===== config.mk =====
export PLATFORM = sky130hd
export DESIGN_NAME = tpc_period_counter
export DESIGN_NICKNAME = d
export VERILOG_FILES = /design/src/inc/tpc_pkg.sv /design/src/rtl/tpc_edge_detect.sv /design/src/rtl/tpc_period_counter.sv
export SDC_FILE = /design/constraint.sdc
export NUM_CORES = 1
export LEC_CHECK = 0
export ABC_CLOCK_PERIOD_IN_PS = 8300
export BUFFER_PORTS_ARGS = -buffer_cell sky130_fd_sc_hd__buf_2
export CAP_MARGIN = 10
export CORE_AREA = 4 4 179 181
export CTS_CLUSTER_DIAMETER = 80
export DETAILED_ROUTE_END_ITERATION = 8
export DIE_AREA = 0 0 183 185
export GPL_TIMING_DRIVEN = 0
export HOLD_SLACK_MARGIN = 0.02
export PLACE_DENSITY_LB_ADDON = 0.05
export SYNTH_ARGS = -nofsm -noshare
export SYNTH_HDL_FRONTEND = slang
export SYNTH_SLANG_ARGS = --single-unit

===== constraint.sdc =====
create_clock -name pclk -period 8.3 [get_ports pclk]
set_clock_uncertainty 0.15 [all_clocks]
set_input_delay 1.66 -clock pclk [delete_from_list [all_inputs] [get_ports pclk]]
set_output_delay 1.66 -clock pclk [all_outputs]
set_load 0.02 [all_outputs]

===== src/inc/tpc_pkg.sv =====
package tpc_pkg;
   // Register byte offsets on the APB window.
   localparam logic [7:0] TPC_OFF_CTRL = 8'h00;
   localparam logic [7:0] TPC_OFF_START = 8'h04;
   localparam logic [7:0] TPC_OFF_RESULT = 8'h08;
   localparam logic [7:0] TPC_OFF_STATUS = 8'h0C;
   // Control register fields.
   localparam int TPC_CTRL_EDGE_BIT = 0;
   localparam int TPC_CTRL_HOLD_BIT = 1;
   localparam int TPC_CTRL_STALE_BIT = 2;
   localparam int TPC_CTRL_RUN_BIT = 3;
   localparam logic [3:0] TPC_CTRL_RESET = 4'h0;
   // Status register fields.
   localparam int TPC_STAT_BUSY_BIT = 0;
   localparam int TPC_STAT_DONE_BIT = 1;
   localparam int TPC_STAT_ARMED_BIT = 2;
   localparam int TPC_STAT_SAT_BIT = 3;
   // Counter timebase.
   localparam int TPC_TIMEBASE_HZ = 12_000_000;
   localparam int TPC_COUNT_W = 32;
   localparam logic [31:0] TPC_ZERO = 32'h0000_0000;
   typedef enum logic [1:0] {
      TPC_IDLE,
      TPC_ARM,
      TPC_COUNT,
      TPC_DONE
   } tpc_state_type;
endpackage : tpc_pkg


===== src/rtl/tpc_edge_detect.sv =====
`timescale 1ns/1ps
`default_nettype none
module tpc_edge_detect (
   // Clock and reset
   input wire logic pclk,
   input wire logic presetn,
   // Conditioned tachometer level and edge choice
   input wire logic level,
   input wire logic falling,
   // One-cycle pulse on the chosen edge
   output logic edge_pulse
);
   logic prev;
   always_ff @(posedge pclk or negedge presetn) begin
      if (!presetn) begin
         prev <= 1'b0;
      end else begin
         prev <= level;
      end
   end
   assign edge_pulse = falling ? (prev & ~level) : (~prev & level);
endmodule : tpc_edge_detect
`default_nettype wire


===== src/rtl/tpc_period_counter.sv =====
`timescale 1ns/1ps
`default_nettype none
// Overview of operation
// - The counter advances once per tick of the 12 MHz timebase, so one count is about 83 ns.
// - The result is the number of timebase ticks between two consecutive chosen starting edges.
// - When configurable, software picks a rising or falling tachometer edge as the starting edge.
// - When configurable, software picks whether reads between measurements give zero or the last value.
// - The fixed variant always uses the rising edge, returns the previous value and keeps the top bit at 0.
// - With the stale option on, fresh data has top bit 0 and a read before completion has top bit 1.
// - With the stale option off, the top bit of every returned value is 0.
// - After start, counting begins on the first starting edge and stops on the next starting edge.
// - A finished measurement holds the counter idle, neither counting nor rearming, until it is read.
// - The read after completion returns the fresh value whatever the configuration, and starts the next measurement.
module tpc_period_counter
   import tpc_pkg::*;
#(
   parameter bit FIXED_CONFIG = 1'b0,
   parameter int CLK_HZ = 50_000_000
) (
   // APB clock and reset
   input wire logic pclk,
   input wire logic presetn,
   // APB slave
   input wire logic psel,
   input wire logic penable,
   input wire logic pwrite,
   input wire logic [7:0] paddr,
   input wire logic [31:0] pwdata,
   output logic [31:0] prdata,
   output logic pready,
   output logic pslverr,
   // Conditioned tachometer input
   input wire logic tach_in,
   // Sequencer sample strobe for the tachometer channel
   input wire logic sample_req,
   output logic [31:0] sample_data,
   output logic sample_valid
);
   // Timebase step, accumulated per pclk so that one count is one 12 MHz tick.
   localparam logic [31:0] TB_STEP = 32'(TPC_TIMEBASE_HZ);
   localparam logic [31:0] TB_MOD = 32'(CLK_HZ);
   localparam logic [TPC_COUNT_W-1:0] CNT_MAX = {TPC_COUNT_W{1'b1}};

   tpc_state_type state;
   tpc_state_type next_state;
   logic [3:0] ctrl;
   logic [31:0] tb_acc;
   logic [TPC_COUNT_W-1:0] count;
   logic [TPC_COUNT_W-1:0] result;
   logic saturated;
   logic start_edge;

   // Effective configuration; the fixed variant ignores software.
   wire cfg_falling = FIXED_CONFIG ? 1'b0 : ctrl[TPC_CTRL_EDGE_BIT];
   wire cfg_hold = FIXED_CONFIG ? 1'b1 : ctrl[TPC_CTRL_HOLD_BIT];
   wire cfg_stale = FIXED_CONFIG ? 1'b0 : ctrl[TPC_CTRL_STALE_BIT];

   tpc_edge_detect u_edge (
      .pclk(pclk),
      .presetn(presetn),
      .level(tach_in),
      .falling(cfg_falling),
      .edge_pulse(start_edge)
   );

   // APB decode. Zero wait states: answer in the access phase.
   wire apb_access = psel & penable;
   wire apb_wr = apb_access & pwrite;
   wire apb_rd = apb_access & ~pwrite;
   wire hit_ctrl = (paddr == TPC_OFF_CTRL);
   wire hit_start = (paddr == TPC_OFF_START);
   wire hit_result = (paddr == TPC_OFF_RESULT);
   wire hit_status = (paddr == TPC_OFF_STATUS);
   wire hit_any = hit_ctrl | hit_start | hit_result | hit_status;
   wire wr_ctrl = apb_wr & hit_ctrl;
   wire wr_start = apb_wr & hit_start & pwdata[TPC_CTRL_RUN_BIT];
   wire wr_stop = apb_wr & hit_start & ~pwdata[TPC_CTRL_RUN_BIT];

   // Reads of the result come from software or from the sequencer slot.
   wire rd_result = (apb_rd & hit_result) | sample_req;
   wire done = (state == TPC_DONE);

   // Returned value: fresh data on completion, otherwise zero or last value.
   wire [TPC_COUNT_W-1:0] between_val = cfg_hold ? result : TPC_ZERO;
   wire [TPC_COUNT_W-1:0] base_val = done ? result : between_val;
   wire msb_val = cfg_stale & ~done;
   wire [31:0] read_val = {msb_val, base_val[TPC_COUNT_W-2:0]};

   // Timebase tick at 12 MHz average rate from the bus clock.
   wire [32:0] tb_sum = {1'b0, tb_acc} + {1'b0, TB_STEP};
   wire tb_tick = (tb_sum >= {1'b0, TB_MOD});
   wire [31:0] next_tb_acc = tb_tick ? 32'(tb_sum - {1'b0, TB_MOD}) : tb_sum[31:0];

   wire at_max = (count == CNT_MAX);
   wire [TPC_COUNT_W-1:0] next_count_inc = at_max ? count : count + 1'b1;
   // The closing cycle's tick still belongs to the period, so it is folded into the result.
   wire [TPC_COUNT_W-1:0] count_final = tb_tick ? next_count_inc : count;

   always_comb begin
      next_state = state;
      case (state)
         TPC_IDLE: begin
            if (wr_start) begin
               next_state = TPC_ARM;
            end
         end
         TPC_ARM: begin
            if (start_edge) begin
               next_state = TPC_COUNT;
            end
         end
         TPC_COUNT: begin
            if (start_edge) begin
               next_state = TPC_DONE;
            end
         end
         TPC_DONE: begin
            if (rd_result) begin
               next_state = TPC_ARM;
            end
         end
         default: begin
            next_state = TPC_IDLE;
         end
      endcase
      if (wr_stop) begin
         next_state = TPC_IDLE;
      end
   end

   always_ff @(posedge pclk or negedge presetn) begin
      if (!presetn) begin
         state <= TPC_IDLE;
      end else begin
         state <= next_state;
      end
   end

   always_ff @(posedge pclk or negedge presetn) begin
      if (!presetn) begin
         ctrl <= TPC_CTRL_RESET;
      end else if (wr_ctrl) begin
         ctrl <= pwdata[3:0];
      end
   end

   always_ff @(posedge pclk or negedge presetn) begin
      if (!presetn) begin
         tb_acc <= TPC_ZERO;
      end else begin
         tb_acc <= next_tb_acc;
      end
   end

   // Counter clears on the opening edge and counts ticks until the closing one.
   always_ff @(posedge pclk or negedge presetn) begin
      if (!presetn) begin
         count <= TPC_ZERO;
      end else if (state == TPC_ARM && start_edge) begin
         count <= TPC_ZERO;
      end else if (state == TPC_COUNT && tb_tick && !start_edge) begin
         count <= next_count_inc;
      end
   end

   always_ff @(posedge pclk or negedge presetn) begin
      if (!presetn) begin
         result <= TPC_ZERO;
         saturated <= 1'b0;
      end else if (state == TPC_COUNT && start_edge) begin
         result <= count_final;
         saturated <= (count_final == CNT_MAX);
      end
   end

   wire [31:0] status_val = {28'h000_0000, saturated, (state != TPC_IDLE),
                             done, (state == TPC_COUNT)};
   wire [31:0] ctrl_val = {28'h000_0000, ctrl};
   wire [31:0] start_val = {28'h000_0000, (state != TPC_IDLE), 3'b000};
   wire [31:0] next_prdata = hit_ctrl ? ctrl_val :
                             hit_start ? start_val :
                             hit_result ? read_val :
                             hit_status ? status_val : TPC_ZERO;

   // Bus outputs are registered; pready rises in the access phase.
   always_ff @(posedge pclk or negedge presetn) begin
      if (!presetn) begin
         prdata <= TPC_ZERO;
         pready <= 1'b0;
         pslverr <= 1'b0;
      end else begin
         prdata <= next_prdata;
         pready <= psel & ~penable;
         pslverr <= psel & ~penable & ~hit_any;
      end
   end

   // Sequencer slot: value appears the cycle after the strobe.
   always_ff @(posedge pclk or negedge presetn) begin
      if (!presetn) begin
         sample_data <= TPC_ZERO;
         sample_valid <= 1'b0;
      end else begin
         sample_valid <= sample_req;
         if (sample_req) begin
            sample_data <= read_val;
         end
      end
   end
endmodule : tpc_period_counter
`default_nettype wire

* Yosys cells after proc, flatten, opt, wreduce, memory -nomap -nowiden
Cells that the tools add are included.
Cells by class: eq/ne operators 12, bitwise logic cells 24, $add $sub $neg 3, order comparisons 1, muxes and demuxes 18, reduce and logical (&&, ||, !) cells 10
Operators by type and width (count):
- $mux W32 | 8
- $eq A32 B32 Y1 const B | 2
- $mux W31 | 2
- $add A32 B24 Y33 const B | 1
- $ge A33 B26 Y1 const B | 1
- $add A32 B1 Y32 const B | 1
- $sub A32 B26 Y32 const B | 1
- $eq A8 B4 Y1 const B | 2
- $and A1 B1 Y1 | 13
- $ne A3 B3 Y1 const B | 4
- $mux W2 | 5
- $eq A8 B3 Y1 const B | 1
- $logic_not A8 Y1 | 1
- $pmux W2 S4 | 1
- $not A1 Y1 | 7
- $eq A2 B2 Y1 const B | 2
- $logic_and A1 B1 Y1 | 4
- $mux W4 | 1
- $or A1 B1 Y1 | 4
- $reduce_and A4 Y1 | 1
- $reduce_bool A2 Y1 | 2
- $eq A2 B1 Y1 const B | 1
- $logic_not A2 Y1 | 1
- $logic_not A1 Y1 | 1
- $mux W1 | 1
Storage, ports and cells: bits of input ports 47, bits in registers 170, logic and storage cells 80

* Depth between registers and ports, before layout
Gate-level depths: netlist of the first run.
word-level depth 7, mapped depth 16

* By module
From an unflattened synthesis of the first run, not the netlist that was laid out.
Unflattened totals: cell total of the unflattened synthesis 971, area, all modules 8785.9 um^2
By module, submodules not included:
- tpc_period_counter | cells an instance 967, area each 8738.4 um^2, seq. area each 4053.9 um^2, instances 1
- tpc_edge_detect | cells an instance 4, area each 47.5 um^2, seq. area each 25.0 um^2, instances 1

* Worst setup path after synthesis of the first run
Ideal clock, no wire load.
path kind register -> register, from register tb_acc[8], to register saturated, path slack 4.463 ns, setup time 0.092 ns, required time 8.058 ns, path buffers 2, cell stages (with the launch flop) 16, clock period less this slack 3.837 ns, data arrival time 3.596 ns, path through dfrtp_1 > inv_1 > ha_1 > nand2b_1 > a21oi_2 > o21bai_4 > xnor2_1 > or4_1 > a211o_1 > and2_4 > buf_6 > buf_6 > a21oi_2 > o21ai_1 > a2111o_1 > o31ai_2
Between the ends: cells in the longest elaborated chain, start to end 4
Ends and longest elaborated chain:
- from (decl) | RTL line tpc_period_counter.sv:47 | logic [31:0] tb_acc;
- from (signal assigned) | RTL line tpc_period_counter.sv:151 | tb_acc <= next_tb_acc;
- $add A32 B24 Y33 | RTL line tpc_period_counter.sv:90 | wire [32:0] tb_sum = {1'b0, tb_acc} + {1'b0, TB_STEP};
- $ge A33 B26 Y1 | RTL line tpc_period_counter.sv:91 | wire tb_tick = (tb_sum >= {1'b0, TB_MOD});
- $mux W32 | RTL line tpc_period_counter.sv:97 | wire [TPC_COUNT_W-1:0] count_final = tb_tick ? next_count_inc : count;
- $eq A32 B32 Y1 | RTL line tpc_period_counter.sv:172 | saturated <= (count_final == CNT_MAX);
- to (signal assigned) | RTL line tpc_period_counter.sv:172
- to (decl) | RTL line tpc_period_counter.sv:50 | logic saturated;
No other way between the ends. A chain may end at the register's enable or synchronous reset.

* Final worst setup path of the first run
from register tb_acc[8], to register count[3]
Between the ends: cells in the longest elaborated chain, start to end 5
Ends and longest elaborated chain:
- $add A32 B24 Y33 | RTL line tpc_period_counter.sv:90
- $ge A33 B26 Y1 | RTL line tpc_period_counter.sv:91
- $logic_and A1 B1 Y1 (2 in series) | RTL line tpc_period_counter.sv:161 | end else if (state == TPC_COUNT && tb_tick && !start_edge) begin
- $reduce_bool A2 Y1 (no source line)
- to (signal assigned) | RTL line tpc_period_counter.sv:162 | count <= next_count_inc;
- to (decl) | RTL line tpc_period_counter.sv:48 | logic [TPC_COUNT_W-1:0] count;
No other way between the ends.

==> impl_metrics.csv, run 1 <==
group,metric,value,unit
place,numPortBuffers,83,
synthesis,seq_area_frac_synth,0.451,
routing,via_count,7676,
sta,rsz0062_at_grt,"false",
place,dp_hpwl,19700,um
worst_setup_path,crit_required,8.45,ns
hold_path,hold_class,"flop to flop",
clocking,ctsResizeCount,0,
clocking,clock_sinks,163,
routing,drtPass1Iterations,5,
routing,wl_per_cell,17.6,um
worst_setup_path,crit_family,"compound AO/OA/AOI/OAI gates",
synthesis,synth_area,0.00905,sq mm
worst_setup_path,cp_num_buf_inv,2,
flow_run,drv_cap,0,
run_status,status,"complete, no violations",
synthesis,synth_ff_type,"dfrtp_1",
pwr,cellPowerDensity,200,mW/mm^2
layout,utilization,0.348,
synthesis,synthArstFlopShare,1.00,
synthesis,yosysUniqueCellTypes,74,
die,initial_core_util,0.297,
sta,drv_slew,0,
clocking,insertion_delay,0.45,ns
sta,hold_slack,0.347,ns
layout,fillCellCount,3249,
synthesis,synth_edf_count,0,
worst_setup_path,path_cells,"inv_1 -> ha_1 -> nand2b_1 -> a21oi_2 -> o21bai_4 -> xnor2_1 -> or4_1 -> a211o_1 -> a211o_1 -> nand2_1 -> clkbuf_1 -> o21ai_0 -> nand2_1 -> o31ai_1",
place,gp_congestion,0.867,
clocking,cts_tree,"yes",
worst_setup_path,start_kind,"flop",
pwr,clkPwrFrac,0.385,
routing,dr.first_iter.drc_count,421,
global_routing,grt_pass1_wl,44300,um
layout,diodes,0,
clocking,cts_max_level,4,
clocking,cts.root.buffer_cell,"clkbuf_16",
sta,max_freq,197,MHz
sta,hold_violations,0,
global_routing,grtUsageTotal,0.166,
pwr,internal_power,1440,uW
sta,tightest_slew,0.936,ns
die,ios,114,
routing,drt-total-wl,27400,um
worst_setup_path,cp_slowest_cell,"or4_1",
worst_setup_path,worstSetupPathType,"flop to flop",
sta,report.final.setup_viol,0,
clocking,ctsHoldBuffers,0,
pwr,vdd_drop_max,111,uV
worst_setup_path,crit_path_max_incr_delay,0.59,ns
synthesis,ys_ff_latch,163,
routing,wl_met3,940,um
clocking,path_clk_slew,0.07,ns
die,core-area,0.0304,sq mm
worst_setup_path,arrival,5.23,ns
pwr,p_switching,677,uW
layout,fin_nets,1203,
sta,min_period_over_period,0.612,
clocking,cts_setup_buffers,0,
routing,wl_met2,12800,um
routing,routed.top_layer,"met4",
pwr,power_frac_comb,0.176,
layout,multi_input_area,0.00447,sq mm
synthesis,synth.net_count,1100,
layout,syn2layout_area_growth,17.0,%
die,die-area,0.0339,sq mm
layout,seqCellArea,0.00408,sq mm
synthesis,synth_cells,1042,
pwr,p_seq_frac,0.439,
clocking,cts_made_buffers,17,
routing,antenna_left,0,
synthesis,yosys_warnings,0,
sta,relSlewSlack,0.371,
routing,m1WireLength,13000,um
pwr,switching_share,0.320,
pwr,power_leakage,0.00468,uW
clocking,cts_buffer_depth,2,
routing,vias_per_cell,4.94,
sta,tns,0,ns
routing,drt_drc_violations_left,0,
global_routing,grt.overflow.total,0,
die,die-height,185,um
die,num_rows,64,
global_routing,grt_max_degree,95,
synthesis,syn_area_per_cell,8.68,sq um
layout,drive_above_1_share,0.135,
die,die_w,183,um
global_routing,grt_pass1_vias,7913,
worst_setup_path,endpoint_kind,"flop",
global_routing,antenna_found_initial,0,
worst_setup_path,cp_max_fo,11,
sta,period_needed,5.08,ns
-- final timing paths --
check	start	to	slack, ns	cells past startpoint
max	tb_acc[8]$_DFF_PN0_	count[3]$_DFFE_PN0P_	3.22	14
max in group asynchronous	presetn	tb_acc[11]$_DFF_PN0_	6.10	2
min reg2reg	result[16]$_DFFE_PN0P_	result[16]$_DFFE_PN0P_	0.35	2
min	result[16]$_DFFE_PN0P_	result[16]$_DFFE_PN0P_	0.35	2
min in group asynchronous	presetn	prdata[9]$_DFF_PN0_	1.01	1
max reg2reg	tb_acc[8]$_DFF_PN0_	count[3]$_DFFE_PN0P_	3.22	14
-- cell type report --
| class | instances | area share |
|---|---|---|
| buffer | 67 | 0.0288 |
| sequential | 163 | 0.385 |
| timing repair buffer | 84 | 0.0428 |
| clock buffer | 18 | 0.0415 |
| multi-input combinational | 762 | 0.423 |
| inverter | 50 | 0.0177 |
| tap | 396 | 0.0468 |
| clock inverter | 14 | 0.0143 |
-- tightest hold or removal path, cell delays in order (launching register included) --
cell,delay [ns]
dfrtp_1,0.36
nand2_1,0.05
o21ai_0,0.06
-- Yosys cell counts, types with 3 or more instances --
cell | count | area share
a21o_1 | 6 | 0.0050
dfrtp_1 | 163 | 0.45
nand4_1 | 17 | 0.012
buf_1 | 4 | 0.0017
clkbuf_1 | 47 | 0.020
xor2_1 | 18 | 0.017
o31ai_1 | 21 | 0.017
nor2_1 | 78 | 0.032
xnor2_1 | 51 | 0.049
a211oi_1 | 7 | 0.0058
o211a_1 | 3 | 0.0033
nor3b_1 | 3 | 0.0025
or3_1 | 7 | 0.0048
buf_6 | 5 | 0.0062
o21a_1 | 3 | 0.0025
o21bai_1 | 3 | 0.0025
o21ai_0 | 109 | 0.060
and3_1 | 14 | 0.0097
ha_1 | 11 | 0.015
nand2_1 | 167 | 0.069
or2_2 | 4 | 0.0028
nor4_1 | 8 | 0.0055
nor2b_1 | 10 | 0.0069
buf_2 | 10 | 0.0055
nand3_1 | 35 | 0.019
a21boi_0 | 5 | 0.0041
nand2b_1 | 9 | 0.0062
a22o_1 | 4 | 0.0039
mux2i_1 | 4 | 0.0044
and2_1 | 32 | 0.022
and4_1 | 4 | 0.0039
nand3b_1 | 7 | 0.0058
mux2_2 | 7 | 0.0087
a21oi_1 | 24 | 0.013
or4_1 | 5 | 0.0041
a31oi_1 | 6 | 0.0041
nor4b_1 | 5 | 0.0048
inv_1 | 50 | 0.021
a211o_1 | 3 | 0.0029
o211ai_1 | 9 | 0.0075
nor3_1 | 22 | 0.012
-- cell usage in the layout (no fill, tap or decap), types with 18 or more instances in the layout --
cell,count
o21ai_0,109
nand3_1,35
nand2_1,167
o31ai_1,21
inv_1,50
a21oi_1,24
dfrtp_1,163
nor2_1,78
clkbuf_1,47
buf_2,92
xnor2_1,51
and2_1,32
nor3_1,22
xor2_1,18
-- through the flow --
stage               instance area [sq um]  total power, uW  worst slack, ns  instances
global placement                     9960             1320             2.46       1521
floorplan                            9050             1160             4.46       1042
global route                        10600             2240             2.91       1554
detailed placement                   9990             1330             3.24       1522
finish                              10600             2120             3.22       1554
CTS                                 10600             2160             3.20       1554
-- cells by family after synthesis --
logic type / after synthesis / share of synthesized area
flip-flops: 163 / 0.451
adder cells (fa/ha/maj): 11 / 0.0152
AO/OA/AOI/OAI: 235 / 0.166
AND/OR/NAND/NOR: 436 / 0.233
buffers and inverters: 117 / 0.0545
XOR/XNOR: 69 / 0.0668
multiplexers: 11 / 0.0131
-- flip-flops by register name, indices dropped and copies added (netlist names), 2 cells and up --
register	cells
count	32
prdata	32
sample_data	32
result	31
tb_acc	25
ctrl	4
state	2
-- power by group through the flow --
stage | clock network (uW) | registers (uW) | logic (uW)
6_report | 816 | 928 | 372
3_5_place_dp | 0 | 946 | 380
5_1_grt | 876 | 941 | 424
4_1_cts | 848 | 930 | 382
3_3_place_gp | 0 | 944 | 377
2_1_floorplan | 0 | 954 | 208
-- per-layer routing --
layer	GRT usage	up-vias
li1	-	3779
met1	0.222	3724
met2	0.273	142
met3	0.0269	31
met4	0.0590	0
met5	0	-
Note: power is estimated with default switching activity, not from simulation.
==> inputs of run 2 (changes only) <==
ABC_CLOCK_PERIOD_IN_PS = 4300   (was 8300)
clock period = 4.3 ns   (was 8.3 ns; I/O delays follow)
==> run 2 against run 1 <==
Compared with the run above:
- via count up 0.29%
- register-to-register slack worse by 3.0 ns
- fmax is 24% higher
- core utilization grew 0.44 points
- highest routed layer unchanged
- worst setup slack got worse by 3.0 ns
- total power rose by 93%
- global-route usage hardly changed
- sequential power is 93% higher
- critical path depth increased by 4
- routed wire length is 0.32% higher
- largest cell class unchanged
- combinational power rose by 96%
- sequential share of layout area decreased by 0.46 points
==> impl_metrics.csv, run 2 (same netlist as run 1, synthesis figures left out) <==
group,metric,value,unit
layout,design_area,0.0107,sq mm
die,die_w,183,um
clocking,cts_buffer_depth,2,
flow_run,drv_cap,0,
routing,dr.first_iter.drc_count,440,
clocking,cts.root.buffer_cell,"clkbuf_16",
worst_setup_path,r2r-end,"count[25]$_DFFE_PN0P_",
hold_path,hold_class,"input pin to async pin",
routing,m1WireLength,13000,um
sta,rsz0062_at_grt,"false",
clocking,path_clk_slew,0.07,ns
worst_setup_path,endpoint_kind,"flop",
die,initial_core_util,0.297,
layout,final_common_cell,"nand2_1",
worst_setup_path,r2r_slack,0.20,ns
routing,antenna_left,0,
clocking,clock_sinks,163,
pwr,vdd_drop_max,212,uV
routing,wl_per_cell,17.6,um
layout,utilization,0.352,
place,numPortBuffers,83,
routing,routed.top_layer,"met4",
routing,vias_per_cell,4.94,
pwr,power_leakage,0.00475,uW
global_routing,grtUsageTotal,0.166,
layout,fin_nets,1207,
routing,via_count,7698,
global_routing,antenna_found_initial,0,
clocking,cts_max_level,4,
place,gp_congestion,0.867,
worst_setup_path,r2r_start,"tb_acc[9]$_DFF_PN0_",
sta,tightest_slew,0.820,ns
worst_setup_path,crit_required,4.50,ns
place,placed_cells,1522,
worst_setup_path,cp_max_fo,10,
sta,max_freq,244,MHz
die,core-area,0.0304,sq mm
layout,mostFrequentLayoutCells,"nand2_1 (166), dfrtp_1 (161), o21ai_0 (108)",
place,placed_area,0.00999,sq mm
place,dp_hpwl,19700,um
die,die-area,0.0339,sq mm
worst_setup_path,start_kind,"flop",
die,ios,114,
global_routing,grt.overflow.total,0,
sta,min_period_over_period,0.955,
sta,report.final.setup_viol,0,
worst_setup_path,worstSetupPathType,"flop to flop",
global_routing,grt_pass1_wl,44400,um
sta,hold_violations,0,
clocking,ctsHoldBuffers,0,
clocking,cts_tree,"yes",
layout,fin_cells,1559,
global_routing,grt_pass1_vias,7918,
layout,drive_above_1_share,0.157,
layout,top_regs,"count x32, prdata x32, sample_data x32",
pwr,cellPowerDensity,382,mW/mm^2
global_routing,grt_max_degree,95,
routing,drt-total-wl,27500,um
routing,drt_drc_violations_left,0,
routing,wl_met2,13100,um
pwr,total_power,4090,uW
sta,drv_slew,0,
routing,drtPass1Iterations,5,
layout,syn2layout_area_growth,18.5,%
die,num_rows,64,
clocking,insertion_delay,0.44,ns
worst_setup_path,arrival,4.31,ns
routing,wl_met3,905,um
clocking,cts_made_buffers,17,
worst_setup_path,r2r_cells,18,
layout,fillCellCount,3237,
die,die-height,185,um
sta,relSlewSlack,0.453,
run_status,status,"complete, no violations",
sta,period_needed,4.10,ns
==> run 2: changes by cell type in the layout (fill, tap and decap cells not counted), sizes merged <==
cell,before,now
buf,104,108
diode,0,1
==> run 2: through the flow <==
stage | hold slack (ns) | worst slack [ns] | TNS (ns)
after global placement | 0.326 | -0.821 | -151.76
after detailed placement | 0.332 | -0.763 | -32.47
after floorplan | 0.292 | 0.463 | 0
final | 0.217 | 0.195 | 0
after global routing | 0.267 | 0.00101 | 0
after CTS | 0.240 | 0.0235 | 0
==> run 2: critical path: stages, from the launching register on <==
cell and delay (ns):
dfrtp_2 0.42, inv_1 0.10, ha_2 0.24, nand2b_1 0.23, a21oi_4 0.22, buf_4 0.18, buf_4 0.13, nand4_1 0.12
mux2_2 0.31, o21bai_1 0.20, a211o_1 0.39, and2_4 0.20, buf_6 0.14, buf_6 0.16, nor3_2 0.28, buf_4 0.28
a21bo_2 0.15, nand2_1 0.04, o31ai_1 0.07
==> run 2: final cells by class <==
class / count / area (sq um) / share of cell area
inverters: 50 / 188 / 0.0175
clock buffers: 18 / 439 / 0.0410
diodes: 1 / 2.50 / 0.000233
clock inverters: 14 / 151 / 0.0141
multi-input cells: 762 / 4550 / 0.424
plain buffers: 66 / 323 / 0.0301
repair buffers: 89 / 490 / 0.0458
flip-flops and latches: 163 / 4080 / 0.381
well taps: 396 / 495 / 0.0462
==> run 2: report_power, final <==
| group | leakage, uW | switching [uW] | total, uW | internal, uW |
|---|---|---|---|---|
| clock | 0.000288 | 693 | 1570 | 878 |
| combinational | 0.00226 | 503 | 730 | 227 |
| sequential | 0.00221 | 108 | 1790 | 1680 |
==> run 2: how the worst max path moves through the flow <==
stage | start | to | slack, ns | cells past startpoint
after floorplan | tb_acc[8]$_DFF_PN0_ | saturated$_DFFE_PN0P_ | 0.46 | 15
after global placement | tb_acc[8]$_DFF_PN0_ | count[3]$_DFFE_PN0P_ | -0.82 | 14
after detailed placement | tb_acc[8]$_DFF_PN0_ | count[3]$_DFFE_PN0P_ | -0.76 | 14
after CTS | tb_acc[16]$_DFF_PN0_ | saturated$_DFFE_PN0P_ | 0.02 | 14
after global routing | tb_acc[9]$_DFF_PN0_ | saturated$_DFFE_PN0P_ | 0.001 | 16
final | tb_acc[9]$_DFF_PN0_ | count[25]$_DFFE_PN0P_ | 0.20 | 18
==> run 2: per-layer routing <==
| layer | vias up | track usage |
|---|---|---|
| li1 | 3796 | - |
| met1 | 3728 | 0.221 |
| met2 | 144 | 0.274 |
| met3 | 30 | 0.0269 |
| met4 | 0 | 0.0605 |
| met5 | - | 0 |
==> run 2: timing repair <==
action / 4_1_cts / 5_1_grt
setup endpoints to repair: 85 / 56
pin swaps: 1 / 2
resized for setup: 19 / 12
buffers inserted: 3 / 2
